$ cat src/include/pss_regs.vh
`ifndef PSS_REGS_VH
`define PSS_REGS_VH

// ----------------------------------------------------------------
// Clock and settling times
// ----------------------------------------------------------------
`define PSS_CLK_MHZ          100
`define PSS_XO_SETTLE_US     1000
`define PSS_PLL_SETTLE_US    50
`define PSS_XO_SETTLE_CYC    (`PSS_XO_SETTLE_US * `PSS_CLK_MHZ)
`define PSS_PLL_SETTLE_CYC   (`PSS_PLL_SETTLE_US * `PSS_CLK_MHZ)
`define PSS_SETTLE_CW        17

// ----------------------------------------------------------------
// Crystal trim, in ppm steps, two's complement
// ----------------------------------------------------------------
`define PSS_TRIM_W           8
`define PSS_TRIM_MAX         8'h14
`define PSS_TRIM_MIN         8'hEC
`define PSS_TRIM_RST         8'h00

// ----------------------------------------------------------------
// Wake timer and sleep clock calibration widths and resets
// ----------------------------------------------------------------
`define PSS_WAKE_W           16
`define PSS_WAKE_RST         16'h0000
`define PSS_CAL_W            16
`define PSS_CAL_RST          16'h0000

`endif

$ cat src/hdl/pss_step_timer.v
`timescale 1ns/1ps
module pss_step_timer #(
	parameter CW    = 17,
	parameter COUNT = 100000
) (
	input  wire sys_clk,
	input  wire sys_rst,
	input  wire start,
	output reg  done_r
);
	localparam integer  LOAD_I = COUNT - 1;
	localparam [CW-1:0] LOAD   = LOAD_I[CW-1:0];

	reg [CW-1:0] cnt_r;
	reg          busy_r;

	// ----------------------------------------------------------------
	// Down counter, done holds until the next start
	// ----------------------------------------------------------------
	always @(posedge sys_clk) begin
		if (sys_rst) begin
			cnt_r  <= {CW{1'b0}};
			busy_r <= 1'b0;
			done_r <= 1'b0;
		end else if (start) begin
			cnt_r  <= LOAD;
			busy_r <= 1'b1;
			done_r <= 1'b0;
		end else if (busy_r) begin
			if (cnt_r == {CW{1'b0}}) begin
				busy_r <= 1'b0;
				done_r <= 1'b1;
			end else begin
				cnt_r <= cnt_r - {{(CW-1){1'b0}}, 1'b1};
			end
		end
	end
endmodule

$ cat src/hdl/pss_sequencer.v
// What this block does
// Shutdown keeps nothing; regulator, logic, RAMs, analog and host port unpowered.
// In Shutdown every input is ignored except the supply enable.
// Sleep keeps retention RAM and host port powered, logic and scratch RAM off.
// Sleep runs on the RC clock, crystal stopped, regulator in low-power mode.
// Sleep ends on a host access or on wake timer expiry.
// Regulator low-power in Sleep, high-power in Active.
// Active is exactly one of Transmit, Receive or Idle; only needed chains on.
// Idle is the brief fallback when no receive is needed, e.g. after abort.
// Sleep and Active moves happen without any host control action.
// Supply enable low sends the device to Shutdown from any state.
// Supply enable high powers up into Active, Idle sub-state.
// After power-up the host boots the device; boot completion allows Sleep.
// Unassociated, Sleep is entered whenever no host activity is pending.
// Associated, Sleep follows the negotiated powersave windows.
// Any host transaction wakes from Sleep; none is needed to enter Sleep.
// Wake order: regulator, power, crystal, PLL, cores, baseband, radio.
// Early wake steps take equal time from Shutdown and from Sleep.
// From Shutdown full baseband init and factory block copy; Sleep reuses state.
// From Shutdown full radio calibration; from Sleep current channel only.
// Crystal trim from stored value, limited to 20 ppm either way.
// Sleep clock is calibrated against the crystal reference at run time.
// Wake interval counts from the latest beacon so error never accumulates.
// Crystal and PLL steps advance on settled indication or settle counter.
`timescale 1ns/1ps
`include "pss_regs.vh"
module pss_sequencer #(
	parameter XO_SETTLE_CYC  = `PSS_XO_SETTLE_CYC,
	parameter PLL_SETTLE_CYC = `PSS_PLL_SETTLE_CYC
) (
	input  wire                    sys_clk,
	input  wire                    sys_rst,
	input  wire                    supply_enable_input,
	input  wire                    host_access,
	input  wire                    boot_done,
	input  wire                    host_activity_pending,
	input  wire                    associated,
	input  wire                    ps_sleep_allowed,
	input  wire                    tx_req,
	input  wire                    rx_req,
	input  wire                    rx_abort,
	input  wire                    xo_settled,
	input  wire                    pll_settled,
	input  wire                    cores_booted,
	input  wire                    bb_init_done,
	input  wire                    rf_cal_done,
	input  wire                    rc_tick,
	input  wire                    dtim_beacon,
	input  wire [`PSS_WAKE_W-1:0]  wake_interval,
	input  wire [`PSS_TRIM_W-1:0]  otp_trim,
	input  wire                    otp_trim_valid,
	output reg                     regulator_pwm_r,
	output reg                     pulse_frequency_regulation_r,
	output reg                     logic_pwr_r,
	output reg                     scratch_ram_pwr_r,
	output reg                     analog_pwr_r,
	output reg                     retention_ram_pwr_r,
	output reg                     host_if_pwr_r,
	output reg                     rc_osc_en_r,
	output reg                     xo_en_r,
	output reg                     pll_en_r,
	output reg                     core_run_r,
	output reg                     bb_init_req_r,
	output reg                     factory_info_block_copy_r,
	output reg                     rf_cal_req_r,
	output reg                     rf_cal_all_bands_r,
	output reg                     state_shutdown_r,
	output reg                     state_sleep_r,
	output reg                     state_active_r,
	output reg                     tx_chain_en_r,
	output reg                     rx_chain_en_r,
	output reg                     active_idle_r,
	output reg                     booted_r,
	output reg [`PSS_TRIM_W-1:0]   xo_trim_r,
	output reg [`PSS_CAL_W-1:0]    rc_period_r,
	output reg                     rc_cal_valid_r
);
	// ----------------------------------------------------------------
	// States
	// ----------------------------------------------------------------
	localparam [9:0] ST_SHUT   = 10'h001;
	localparam [9:0] ST_PMU    = 10'h002;
	localparam [9:0] ST_PWR    = 10'h004;
	localparam [9:0] ST_XO     = 10'h008;
	localparam [9:0] ST_PLL    = 10'h010;
	localparam [9:0] ST_BOOT   = 10'h020;
	localparam [9:0] ST_BBINIT = 10'h040;
	localparam [9:0] ST_RFCAL  = 10'h080;
	localparam [9:0] ST_ACT    = 10'h100;
	localparam [9:0] ST_SLEEP  = 10'h200;

	localparam [2:0] SUB_NONE  = 3'h0;
	localparam [2:0] SUB_IDLE  = 3'h1;
	localparam [2:0] SUB_TX    = 3'h2;
	localparam [2:0] SUB_RX    = 3'h4;

	reg [9:0]              state_r;
	reg [9:0]              state_nxt;
	reg [2:0]              sub_r;
	reg [2:0]              sub_nxt;
	reg                    from_shut_r;
	reg [`PSS_WAKE_W-1:0]  wake_cnt_r;
	reg [`PSS_CAL_W-1:0]   cal_cnt_r;

	wire                   xo_timer_done;
	wire                   pll_timer_done;
	wire                   xo_start;
	wire                   pll_start;
	wire                   wake_expired;
	wire                   sleep_ok;
	wire                   ps_window;
	wire                   trim_hi;
	wire                   trim_lo;

	// ----------------------------------------------------------------
	// Settling counters
	// ----------------------------------------------------------------
	assign xo_start  = (state_nxt == ST_XO) && (state_r != ST_XO);
	assign pll_start = (state_nxt == ST_PLL) && (state_r != ST_PLL);

	pss_step_timer #(
		.CW    (`PSS_SETTLE_CW),
		.COUNT (XO_SETTLE_CYC)
	) u_xo_timer (
		.sys_clk (sys_clk),
		.sys_rst (sys_rst),
		.start   (xo_start),
		.done_r  (xo_timer_done)
	);

	pss_step_timer #(
		.CW    (`PSS_SETTLE_CW),
		.COUNT (PLL_SETTLE_CYC)
	) u_pll_timer (
		.sys_clk (sys_clk),
		.sys_rst (sys_rst),
		.start   (pll_start),
		.done_r  (pll_timer_done)
	);

	// ----------------------------------------------------------------
	// Sleep decision and wake sources
	// ----------------------------------------------------------------
	assign wake_expired = (state_r == ST_SLEEP) && (wake_interval != `PSS_WAKE_RST)
		&& (wake_cnt_r >= wake_interval);
	assign ps_window = associated ? ps_sleep_allowed : ~host_activity_pending;
	assign sleep_ok  = booted_r && (sub_r == SUB_IDLE) && ps_window
		&& ~host_access && ~tx_req && ~rx_req;

	// ----------------------------------------------------------------
	// Next state
	// ----------------------------------------------------------------
	always @* begin
		state_nxt = state_r;
		case (state_r)
			ST_SHUT: begin
				if (supply_enable_input)
					state_nxt = ST_PMU;
			end
			ST_PMU: begin
				state_nxt = ST_PWR;
			end
			ST_PWR: begin
				state_nxt = ST_XO;
			end
			ST_XO: begin
				if (xo_settled || xo_timer_done)
					state_nxt = ST_PLL;
			end
			ST_PLL: begin
				if (pll_settled || pll_timer_done)
					state_nxt = ST_BOOT;
			end
			ST_BOOT: begin
				if (cores_booted)
					state_nxt = ST_BBINIT;
			end
			ST_BBINIT: begin
				if (bb_init_done)
					state_nxt = ST_RFCAL;
			end
			ST_RFCAL: begin
				if (rf_cal_done)
					state_nxt = ST_ACT;
			end
			ST_ACT: begin
				if (sleep_ok)
					state_nxt = ST_SLEEP;
			end
			ST_SLEEP: begin
				if (host_access || wake_expired)
					state_nxt = ST_PMU;
			end
			default: begin
				state_nxt = ST_SHUT;
			end
		endcase
		if (!supply_enable_input)
			state_nxt = ST_SHUT;
	end

	// ----------------------------------------------------------------
	// Active sub-state, exactly one while active
	// ----------------------------------------------------------------
	always @* begin
		sub_nxt = SUB_NONE;
		if (state_nxt == ST_ACT) begin
			if (tx_req)
				sub_nxt = SUB_TX;
			else if (rx_req && !rx_abort)
				sub_nxt = SUB_RX;
			else
				sub_nxt = SUB_IDLE;
		end
	end

	// ----------------------------------------------------------------
	// State, origin and boot tracking
	// ----------------------------------------------------------------
	always @(posedge sys_clk) begin
		if (sys_rst) begin
			state_r     <= ST_SHUT;
			sub_r       <= SUB_NONE;
			from_shut_r <= 1'b1;
			booted_r    <= 1'b0;
		end else begin
			state_r <= state_nxt;
			sub_r   <= sub_nxt;
			if (state_nxt == ST_SHUT)
				from_shut_r <= 1'b1;
			else if (state_r == ST_SLEEP && state_nxt == ST_PMU)
				from_shut_r <= 1'b0;
			if (state_nxt == ST_SHUT)
				booted_r <= 1'b0;
			else if (state_r == ST_ACT && boot_done)
				booted_r <= 1'b1;
		end
	end

	// ----------------------------------------------------------------
	// Power, clock and step outputs
	// ----------------------------------------------------------------
	always @(posedge sys_clk) begin
		if (sys_rst) begin
			regulator_pwm_r              <= 1'b0;
			pulse_frequency_regulation_r <= 1'b0;
			logic_pwr_r                  <= 1'b0;
			scratch_ram_pwr_r            <= 1'b0;
			analog_pwr_r                 <= 1'b0;
			retention_ram_pwr_r          <= 1'b0;
			host_if_pwr_r                <= 1'b0;
			rc_osc_en_r                  <= 1'b0;
			xo_en_r                      <= 1'b0;
			pll_en_r                     <= 1'b0;
			core_run_r                   <= 1'b0;
			bb_init_req_r                <= 1'b0;
			factory_info_block_copy_r    <= 1'b0;
			rf_cal_req_r                 <= 1'b0;
			rf_cal_all_bands_r           <= 1'b0;
			state_shutdown_r             <= 1'b1;
			state_sleep_r                <= 1'b0;
			state_active_r               <= 1'b0;
			tx_chain_en_r                <= 1'b0;
			rx_chain_en_r                <= 1'b0;
			active_idle_r                <= 1'b0;
		end else begin
			regulator_pwm_r <= (state_nxt & (ST_SHUT | ST_SLEEP)) == 10'h000;
			pulse_frequency_regulation_r <= state_nxt == ST_SLEEP;
			logic_pwr_r <= (state_nxt & (ST_SHUT | ST_SLEEP | ST_PMU)) == 10'h000;
			scratch_ram_pwr_r <= (state_nxt & (ST_SHUT | ST_SLEEP | ST_PMU)) == 10'h000;
			analog_pwr_r <= (state_nxt & (ST_SHUT | ST_SLEEP | ST_PMU)) == 10'h000;
			retention_ram_pwr_r <= state_nxt != ST_SHUT;
			host_if_pwr_r       <= state_nxt != ST_SHUT;
			rc_osc_en_r         <= state_nxt != ST_SHUT;
			xo_en_r  <= (state_nxt & (ST_XO | ST_PLL | ST_BOOT | ST_BBINIT | ST_RFCAL
				| ST_ACT)) != 10'h000;
			pll_en_r <= (state_nxt & (ST_PLL | ST_BOOT | ST_BBINIT | ST_RFCAL
				| ST_ACT)) != 10'h000;
			core_run_r <= (state_nxt & (ST_BOOT | ST_BBINIT | ST_RFCAL | ST_ACT)) != 10'h000;
			bb_init_req_r <= state_nxt == ST_BBINIT;
			factory_info_block_copy_r <= (state_nxt == ST_BBINIT) && from_shut_r;
			rf_cal_req_r <= state_nxt == ST_RFCAL;
			rf_cal_all_bands_r <= (state_nxt == ST_RFCAL) && from_shut_r;
			state_shutdown_r <= state_nxt == ST_SHUT;
			state_sleep_r    <= state_nxt == ST_SLEEP;
			state_active_r   <= state_nxt == ST_ACT;
			tx_chain_en_r    <= sub_nxt == SUB_TX;
			rx_chain_en_r    <= sub_nxt == SUB_RX;
			active_idle_r    <= sub_nxt == SUB_IDLE;
		end
	end

	// ----------------------------------------------------------------
	// Wake timer on the RC tick, restarted by each beacon
	// ----------------------------------------------------------------
	always @(posedge sys_clk) begin
		if (sys_rst) begin
			wake_cnt_r <= `PSS_WAKE_RST;
		end else if (state_r == ST_SHUT) begin
			wake_cnt_r <= `PSS_WAKE_RST;
		end else if (dtim_beacon) begin
			wake_cnt_r <= `PSS_WAKE_RST;
		end else if (rc_tick && (wake_cnt_r != {`PSS_WAKE_W{1'b1}})) begin
			wake_cnt_r <= wake_cnt_r + {{(`PSS_WAKE_W-1){1'b0}}, 1'b1};
		end
	end

	// ----------------------------------------------------------------
	// RC period measured in crystal-referenced cycles
	// ----------------------------------------------------------------
	always @(posedge sys_clk) begin
		if (sys_rst) begin
			cal_cnt_r      <= `PSS_CAL_RST;
			rc_period_r    <= `PSS_CAL_RST;
			rc_cal_valid_r <= 1'b0;
		end else if (state_r == ST_SHUT) begin
			cal_cnt_r      <= `PSS_CAL_RST;
			rc_period_r    <= `PSS_CAL_RST;
			rc_cal_valid_r <= 1'b0;
		end else if (state_r != ST_ACT) begin
			cal_cnt_r <= `PSS_CAL_RST;
		end else if (rc_tick) begin
			// The tick cycle itself belongs to the next period
			cal_cnt_r      <= {{(`PSS_CAL_W-1){1'b0}}, 1'b1};
			rc_period_r    <= cal_cnt_r;
			rc_cal_valid_r <= rc_cal_valid_r | (cal_cnt_r != `PSS_CAL_RST);
		end else if (cal_cnt_r != {`PSS_CAL_W{1'b1}}) begin
			cal_cnt_r <= cal_cnt_r + {{(`PSS_CAL_W-1){1'b0}}, 1'b1};
		end
	end

	// ----------------------------------------------------------------
	// Crystal trim, clamped to the allowed range
	// ----------------------------------------------------------------
	assign trim_hi = $signed(otp_trim) > $signed(`PSS_TRIM_MAX);
	assign trim_lo = $signed(otp_trim) < $signed(`PSS_TRIM_MIN);

	always @(posedge sys_clk) begin
		if (sys_rst) begin
			xo_trim_r <= `PSS_TRIM_RST;
		end else if (state_r == ST_SHUT) begin
			xo_trim_r <= `PSS_TRIM_RST;
		end else if (state_r == ST_BBINIT && from_shut_r && otp_trim_valid) begin
			if (trim_hi)
				xo_trim_r <= `PSS_TRIM_MAX;
			else if (trim_lo)
				xo_trim_r <= `PSS_TRIM_MIN;
			else
				xo_trim_r <= otp_trim;
		end
	end
endmodule

$ cat config.mk
export PLATFORM = sky130hd
export DESIGN_NAME = pss_sequencer
export DESIGN_NICKNAME = d
export VERILOG_FILES = /design/src/hdl/pss_step_timer.v /design/src/hdl/pss_sequencer.v
export VERILOG_INCLUDE_DIRS = /design/src /design/src/include
export SDC_FILE = /design/constraint.sdc
export NUM_CORES = 1
export LEC_CHECK = 0
export BUFFER_PORTS_ARGS = -buffer_cell sky130_fd_sc_hd__buf_2
export CORE_MARGIN = 2
export CORE_UTILIZATION = 40
export DETAILED_ROUTE_END_ITERATION = 8
export SYNTH_ARGS = -nofsm -noshare
export SYNTH_HDL_FRONTEND = slang
export SYNTH_SLANG_ARGS = --single-unit
$ cat constraint.sdc
create_clock -name sys_clk -period 3.2 [get_ports sys_clk]
set_input_delay 0.32 -clock sys_clk [delete_from_list [all_inputs] [get_ports sys_clk]]
set_output_delay 0.32 -clock sys_clk [all_outputs]
set_load 0.03 [all_outputs]
==> results of run 1 <==
-- cells by family after synthesis --
group,after synthesis,share of synthesized area [%]
AO/OA/AOI/OAI,102,10.6
adder cells (fa/ha/maj),22,4.61
AND/OR/NAND/NOR,340,29.8
XOR/XNOR,54,7.92
multiplexers,2,0.335
buffers and inverters,66,4.88
flip-flops,125,41.9
-- where the power goes --
part	leakage (nW)	internal, mW	switching [mW]
sequential	1.01	1.56	0.00530
combinational	1.51	0.0525	0.0957
clock	0.309	1.42	0.695
-- worst max-delay path, stage by stage (launching register included) --
cell and delay, ps:
dfxtp_1 410, ha_1 290, nand4_1 160, o21ai_0 130, a311oi_1 510, nand4_1 230, and3_1 220, or4b_4 620
o21ai_2 90
-- per-stage QoR --
stage	total power, mW	worst slack, ps	cell area [um^2]	std cells	utilization [%]
3_3_place_gp	1.74	515	6500	954	44.7
4_1_cts	3.86	478	7150	985	49.2
2_1_floorplan	1.69	862	5970	711	-
5_1_grt	3.96	346	7150	985	49.2
3_5_place_dp	1.75	426	6500	954	44.7
6_report	3.83	474	7150	986	49.2
-- state kept, by name (all words and copies together) (netlist names), 2 cells and up --
signal             count
u_pll_timer.cnt_r     17
xo_trim_r              8
state_r               10
sub_r                  2
u_xo_timer.cnt_r      17
wake_cnt_r            16
cal_cnt_r             16
rc_period_r           16
-- per-layer routing --
layer	up-vias	global-route usage, %
met4	0	7.76
met2	120	31.3
met3	25	5.31
li1	2629	-
met5	-	0
met1	2460	22.9
-- cell type report --
cell class                      count  area (um^2)  share of cell area, %
Inverter                           33          124                   1.73
Sequential cell                   125         2500                   35.0
Tap cell                          184          230                   3.22
Clock buffer                       21          460                   6.44
Timing Repair Buffer               92          468                   6.54
Antenna cell                        1         2.50                 0.0350
Clock inverter                     10          188                   2.62
Multi-Input combinational cell    520         3180                   44.4
-- synth_stat cells, types with 16 or more instances --
master	instances
ha_1	22
xor2_1	30
nor2_1	87
nand2_1	72
inv_1	33
clkbuf_1	22
xnor2_1	24
nand4_1	16
nor4_1	20
dfxtp_1	125
nand3_1	24
a21oi_1	53
nor3_1	31
-- worst paths after layout --
kind	slack (ps)	start	cells past startpoint	endpoint
max	470	wake_cnt_r[15]	8	u_pll_timer.cnt_r[0]
max reg2reg	470	wake_cnt_r[15]	8	u_pll_timer.cnt_r[0]
min	110	rx_abort	2	sub_r[2]
min reg2reg	450	xo_trim_r[1]	2	xo_trim_r[1]
==> impl_metrics.toml, run 1 <==
[cells_and_area]
final_common_cell = "dfxtp_1"
fill_cells = 1428
area_growth_pct = 19.8
fin_nets = 854
layout_common_cells = "dfxtp_1, buf_2, nor2_1"
drive_gt1_share_pct = 17.7

[cts]
path_clk_slew_ps = 60
cts_tree = "built"
cts-root-buf = "clkbuf_16"
postCtsHoldBufs = 0
cts_resized = 0
cts_sinks = 125
cts-buffers-inserted = 17
cts.htree.levels = 4
worstSkewPairLatency_ps = 430
cts_max_path_buffers = 2
cts_setup_buffers = 0

[floorplanning]
initial_utilization_pct = 41.1
dieHeight_um = 126
die_area_mm2 = 0.0159
num_io_pins = 90
rows = 44
core_mm2 = 0.0145
chipWidth_um = 126

[route]
met2_wirelength_um = 6850
drtPass1Iterations = 4
avgViaCountPerCell = 5.31
met3_length_um = 748
num_vias = 5234
drc_errors = 0
wl_per_cell_um = 14.7
wl_met1_um = 6600
drtIter0Drc = 304
wirelength_um = 14500
top_layer_used = "met4"
drtAntennaViolNets = 0

[yosys]
ys_top_cells_by_area = "dfxtp_1, nor2_1, ha_1, nand2_1, a21oi_1"
synth_top_area_share_pct = 41.9
async_flop_share_pct = 0
synth_edf_count = 0
syn_nets = 776
synth_cell_types = 62
synth_area_mm2 = 0.00597
ys_warn_count = 0
synth_seq_area_share_pct = 41.9
ys_dominant_reg_cell = "dfxtp_1"
synthCells = 711
ys_ff_latch = 125
netlist.top_cell.by_area = "dfxtp_1"
avgSynthCellArea_um2 = 8.40

[global_route]
grt_pass1_vias = 5109
grtUsageTotal_pct = 18.8
grt_start_max_net_pins = 45
grt_pass1_wl_um = 24100
antenna_found_initial = 0
grt-ovfl-total = 0

[critical_path]
required_ps = 3550
path_class = "flop to flop"
startpoint_type = "flop"
crit_fanout = 8
arrival_ps = 3080
end_kind = "flop"

[timing]
drv_slew = 0
layout_min_cycle_time_ps = 2730
tightest_slew_ps = 874
hold_viol_final = 0
hold_ws_ps = 110
rsz0062_at_grt = "false"
slew_headroom_pct = 41.7
setup_viol = 0
fin_setup_tns_ps = 0
max_freq_mhz = 367
period_share_pct = 85.2
clock_skew_ps = 9.43

[placement]
routabilityCongestion = 0.892
dp_hpwl_um = 10700
place.port_buffers = 89

[power]
power_density_mw_per_mm2 = 535
max-vdd-ir-drop_uv = 348
p_leak_nw = 2.83

[status]
status = "complete, no violations"

[worst_hold_path]
holdCritPathClass = "input pin to flop"

[run]
maxCapViolCount = 0
Power figures use the tool's default switching activity.
==> run 2: changes to the inputs <==
--- a/config.mk
+++ b/config.mk
@@ -10,6 +10,8 @@
 export CORE_MARGIN = 2
 export CORE_UTILIZATION = 40
 export DETAILED_ROUTE_END_ITERATION = 8
+export GPL_TIMING_DRIVEN = 0
+export MAX_ROUTING_LAYER = met4
 export SYNTH_ARGS = -nofsm -noshare
 export SYNTH_HDL_FRONTEND = slang
 export SYNTH_SLANG_ARGS = --single-unit
==> run 2 against run 1 <==
Net effect: flip-flop and latch count unchanged; power fell by 2.0%; critical path depth unchanged; die area did not move; highest routed layer unchanged.
==> impl_metrics.toml, run 2 (synthesis results as in run 1) <==
[power]
p_leak_nw = 2.88
power_density_mw_per_mm2 = 516
finalPower_mw = 3.75
max-vdd-ir-drop_uv = 507

[timing]
max_freq_mhz = 347
finalWorstSetupSlack_ps = 315
hold_ws_ps = 120
clock_skew_ps = 6.39
layout_min_cycle_time_ps = 2890
rsz0062_at_grt = "false"
slew_headroom_pct = 44.1
tightest_slew_ps = 833
hold_viol_final = 0
period_share_pct = 90.2
drv_slew = 0
fin_setup_tns_ps = 0
setup_viol = 0

[route]
drtPass1Iterations = 4
drtAntennaViolNets = 0
num_vias = 5358
drc_errors = 0
wl_per_cell_um = 14.2
avgViaCountPerCell = 5.28
drtIter0Drc = 264
wirelength_um = 14400

[cells_and_area]
top_regs = "u_pll_timer.cnt_r: 17 flops, u_xo_timer.cnt_r: 17 flops"
drive_gt1_share_pct = 17.9
fin_nets = 884
diodes = 0
final_cells = 1015
final_common_cell = "dfxtp_1"
area_growth_pct = 21.8
post-route-util_pct = 50.0
layout_common_cells = "dfxtp_1, buf_2, nor2_1"
final_area_mm2 = 0.00727

[cts]
cts_setup_buffers = 0
worstSkewPairLatency_ps = 420
cts-buffers-inserted = 17
cts-root-buf = "clkbuf_16"
cts_max_path_buffers = 2
path_clk_slew_ps = 60
cts.htree.levels = 4
cts_tree = "built"
postCtsHoldBufs = 0
cts_resized = 0
cts_sinks = 125

[placement]
preCtsSetupSlack_ps = 322
place_area_mm2 = 0.00665
dp_hpwl_um = 10900
placed_cells = 984
place.port_buffers = 89
routabilityCongestion = 0.867

[floorplanning]
die_area_mm2 = 0.0159
num_io_pins = 90
dieHeight_um = 126
core_mm2 = 0.0145
rows = 44
initial_utilization_pct = 41.1
chipWidth_um = 126

[global_route]
grt-ovfl-total = 0
grt_pass1_vias = 5038
grt_start_max_net_pins = 17
grt_pass1_wl_um = 24000
grtUsageTotal_pct = 19.1
antenna_found_initial = 0

[worst_hold_path]
holdCritPathClass = "input pin to flop"

[critical_path]
startpoint_type = "flop"
path_class = "flop to flop"
required_ps = 3530
crit_fanout = 10
arrival_ps = 3220
end_kind = "flop"

[status]
status = "complete, no violations"

[run]
maxCapViolCount = 0
-- run 2: cell count changes in the layout (fill, tap and decap cells not counted), moves of 2 or more --
cell / previous run / this run
clkbuf_1: 2 / 24
buf_6: 0 / 3
buf_2: 89 / 91
buf_4: 3 / 5
clkinvlp_4: 2 / 4
-- run 2: critical path, stage by stage (launching register included) --
cell and delay, ps:
dfxtp_1 350, nor4_4 470, nand2_1 170, o32ai_2 250, a21oi_2 130, clkbuf_1 240, a211oi_1 720, nand2b_1 230
nor3b_1 240
-- run 2: power breakdown --
part,switching (mW),internal [mW]
clock network,0.688,1.34
logic,0.0992,0.0580
registers,0.00538,1.56
total,0.792,2.96
-- run 2: path summary, 6_finish.rpt --
path | startpoint | to | slack [ps] | depth (start not counted)
setup / recovery | state_r[8] | rx_chain_en_r | 310 | 8
setup reg to reg | state_r[8] | rx_chain_en_r | 310 | 8
hold / removal | rx_abort | sub_r[2] | 120 | 2
hold reg to reg | rc_period_r[6] | rc_period_r[6] | 450 | 2
-- run 2: per-layer routing --
| layer | vias up | part of all wire, % | wire (um) | global-route usage, % |
|---|---|---|---|---|
| li1 | 2699 | - | - | - |
| met1 | 2493 | 47 | 6810 | 24.4 |
| met2 | 147 | 46 | 6610 | 29.9 |
| met3 | 19 | 4.9 | 703 | 4.80 |
| met4 | 0 | 1.8 | 259 | 5.88 |
| met5 | - | 0 | 0 | - |
-- run 2: layout make-up --
type | instances | area (um^2)
Tap cell | 184 | 230
Clock inverter | 10 | 164
Clock buffer | 21 | 460
Multi-Input combinational cell | 520 | 3180
Sequential cell | 125 | 2500
Fill cell | 1369 | 7260
Timing Repair Buffer | 89 | 445
Inverter | 33 | 124
Buffer | 33 | 168
==> run 3: changes to the inputs <==
==> constraint.sdc (replaced) <==
create_clock -name sys_clk -period 2.4 [get_ports sys_clk]
set_input_delay 0.24 -clock sys_clk [delete_from_list [all_inputs] [get_ports sys_clk]]
set_output_delay 0.24 -clock sys_clk [all_outputs]
set_load 0.03 [all_outputs]
==> run 3 against run 2 <==
Net effect: first-iteration DRC count fell by 8.7%; highest routed layer unchanged; critical endpoint is now xo_en_r; maximum frequency grew 20%; global-route usage grew 0.36 points; worst hold slack worse by 85 ps; flip-flop and latch count stayed put; register-to-register slack got worse by 310 ps; wire length grew 3.7%.
==> impl_metrics.toml, run 3 (synthesis results as in run 1) <==
[global_route]
grtUsageTotal_pct = 19.5
grt_pass1_vias = 5162
grt_start_max_net_pins = 17
antenna_found_initial = 0
grt_pass1_wl_um = 24500
grt-ovfl-total = 0

[route]
wirelength_um = 14900
drc_errors = 0
num_vias = 5422
drtIter0Drc = 241
drtPass1Iterations = 4
wl_per_cell_um = 14.5
drtAntennaViolNets = 0
avgViaCountPerCell = 5.28

[cells_and_area]
seq_area_mm2 = 0.00253
final_common_cell = "dfxtp_1"
fin_nets = 896
diodes = 0
area_growth_pct = 29.0
fill_cells = 1326
layout_common_cells = "dfxtp_1, buf_2, nor2_1"
top_regs = "u_pll_timer.cnt_r: 17 flops, u_xo_timer.cnt_r: 17 flops"
post-route-util_pct = 53.0
drive_gt1_share_pct = 25.7
multi_input_area_mm2 = 0.00347

[cts]
worstSkewPairLatency_ps = 410
cts_max_path_buffers = 2
cts_tree = "built"
cts-root-buf = "clkbuf_16"
cts_sinks = 125
cts-buffers-inserted = 17
postCtsHoldBufs = 0
path_clk_slew_ps = 60
cts.htree.levels = 4

[placement]
place.port_buffers = 89
routabilityCongestion = 0.867
dp_hpwl_um = 10900

[critical_path]
path_class = "flop to flop"
crit_slowest_cell = "or4b_1"
reg2reg_setup_slack_ps = 5
startpoint_type = "flop"
end_kind = "flop"
crit_chain = "ha_4, nand4_1, buf_4, nor2_4, nand3b_1, nand4_1, and3_4, buf_6, nor4_4, or4b_1"
crit_fanout = 3
required_ps = 2680
cpMostUsedCell = "nand4_1"
critPathMaxStageDelay_ps = 550
arrival_ps = 2670

[floorplanning]
num_io_pins = 90
die_area_mm2 = 0.0159
chipWidth_um = 126
core_mm2 = 0.0145
dieHeight_um = 126
rows = 44
initial_utilization_pct = 41.1

[timing]
setup_viol = 0
max_freq_mhz = 417
hold_ws_ps = 35.3
slew_headroom_pct = 55.3
drv_slew = 0
period_share_pct = 99.8
fin_setup_tns_ps = 0
clock_skew_ps = 8.19
rsz0062_at_grt = "true"
layout_min_cycle_time_ps = 2400
tightest_slew_ps = 671
hold_viol_final = 0

[power]
p_leak_nw = 3.01
max-vdd-ir-drop_uv = 662
power_density_mw_per_mm2 = 652

[run]
maxCapViolCount = 0

[worst_hold_path]
holdCritPathClass = "input pin to flop"

[status]
status = "complete, no violations"
run 3: cell types whose count changed in the layout (fill, tap and decap cells not counted), sizes merged:
cell,previous run,this run
clkbuf,43,38
buf,100,117
run 3: worst max-delay path, delay by kind of cell, from the launching register on:
family / cells / cell delay [ps]
flops: 1 / 360
fa+ha+maj: 1 / 260
simple gates: 7 / 1360
buf+inv: 2 / 290
run 3: area by class of cell:
class | instances | share of cell area [%]
Timing Repair Buffer | 106 | 7.53
Tap cell | 184 | 2.99
Sequential cell | 125 | 32.8
Multi-Input combinational cell | 520 | 45.0
Inverter | 33 | 1.61
Clock buffer | 21 | 5.98
Buffer | 28 | 1.95
Clock inverter | 10 | 2.13
run 3: timing repair:
item | CTS | global route
resized for setup | 41 | 35
pin swaps | 14 | 17
cloned | 0 | 0
endpoints found under the setup margin | 75 | 65
setup buffers | 13 | 4
run 3: per-layer routing:
| layer | vias up | part of all wire (%) | global-route usage [%] | routed length (um) |
|---|---|---|---|---|
| li1 | 2713 | - | - | - |
| met1 | 2545 | 46 | 24.0 | 6880 |
| met2 | 148 | 48 | 31.6 | 7150 |
| met3 | 16 | 4.9 | 5.14 | 727 |
| met4 | 0 | 1.1 | 5.37 | 160 |
| met5 | - | 0 | - | 0 |
run 3: power breakdown:
| group | switching, mW | internal (mW) |
|---|---|---|
| logic | 0.147 | 0.0967 |
| clock network | 0.911 | 1.79 |
| registers | 0.00776 | 2.08 |
run 3: final timing paths:
check | start | end | depth (start not counted)
min reg2reg | rc_period_r[6] | rc_period_r[6] | 2
max reg2reg | wake_cnt_r[15] | xo_en_r | 10
min | rx_abort | sub_r[2] | 2
max | wake_cnt_r[15] | xo_en_r | 10
run 3: stage by stage:
| step | instances | power (mW) | worst slack, ps | instance area, um^2 |
|---|---|---|---|---|
| final | 1027 | 5.03 | 4.68 | 7710 |
| after global routing | 1027 | 5.19 | -110 | 7710 |
| after CTS | 1025 | 5.06 | -55.6 | 7550 |
| after detailed placement | 984 | 2.35 | -437 | 6650 |
| after global placement | 984 | 2.34 | -443 | 6650 |
| after floorplan | 711 | 2.25 | 61.7 | 5970 |
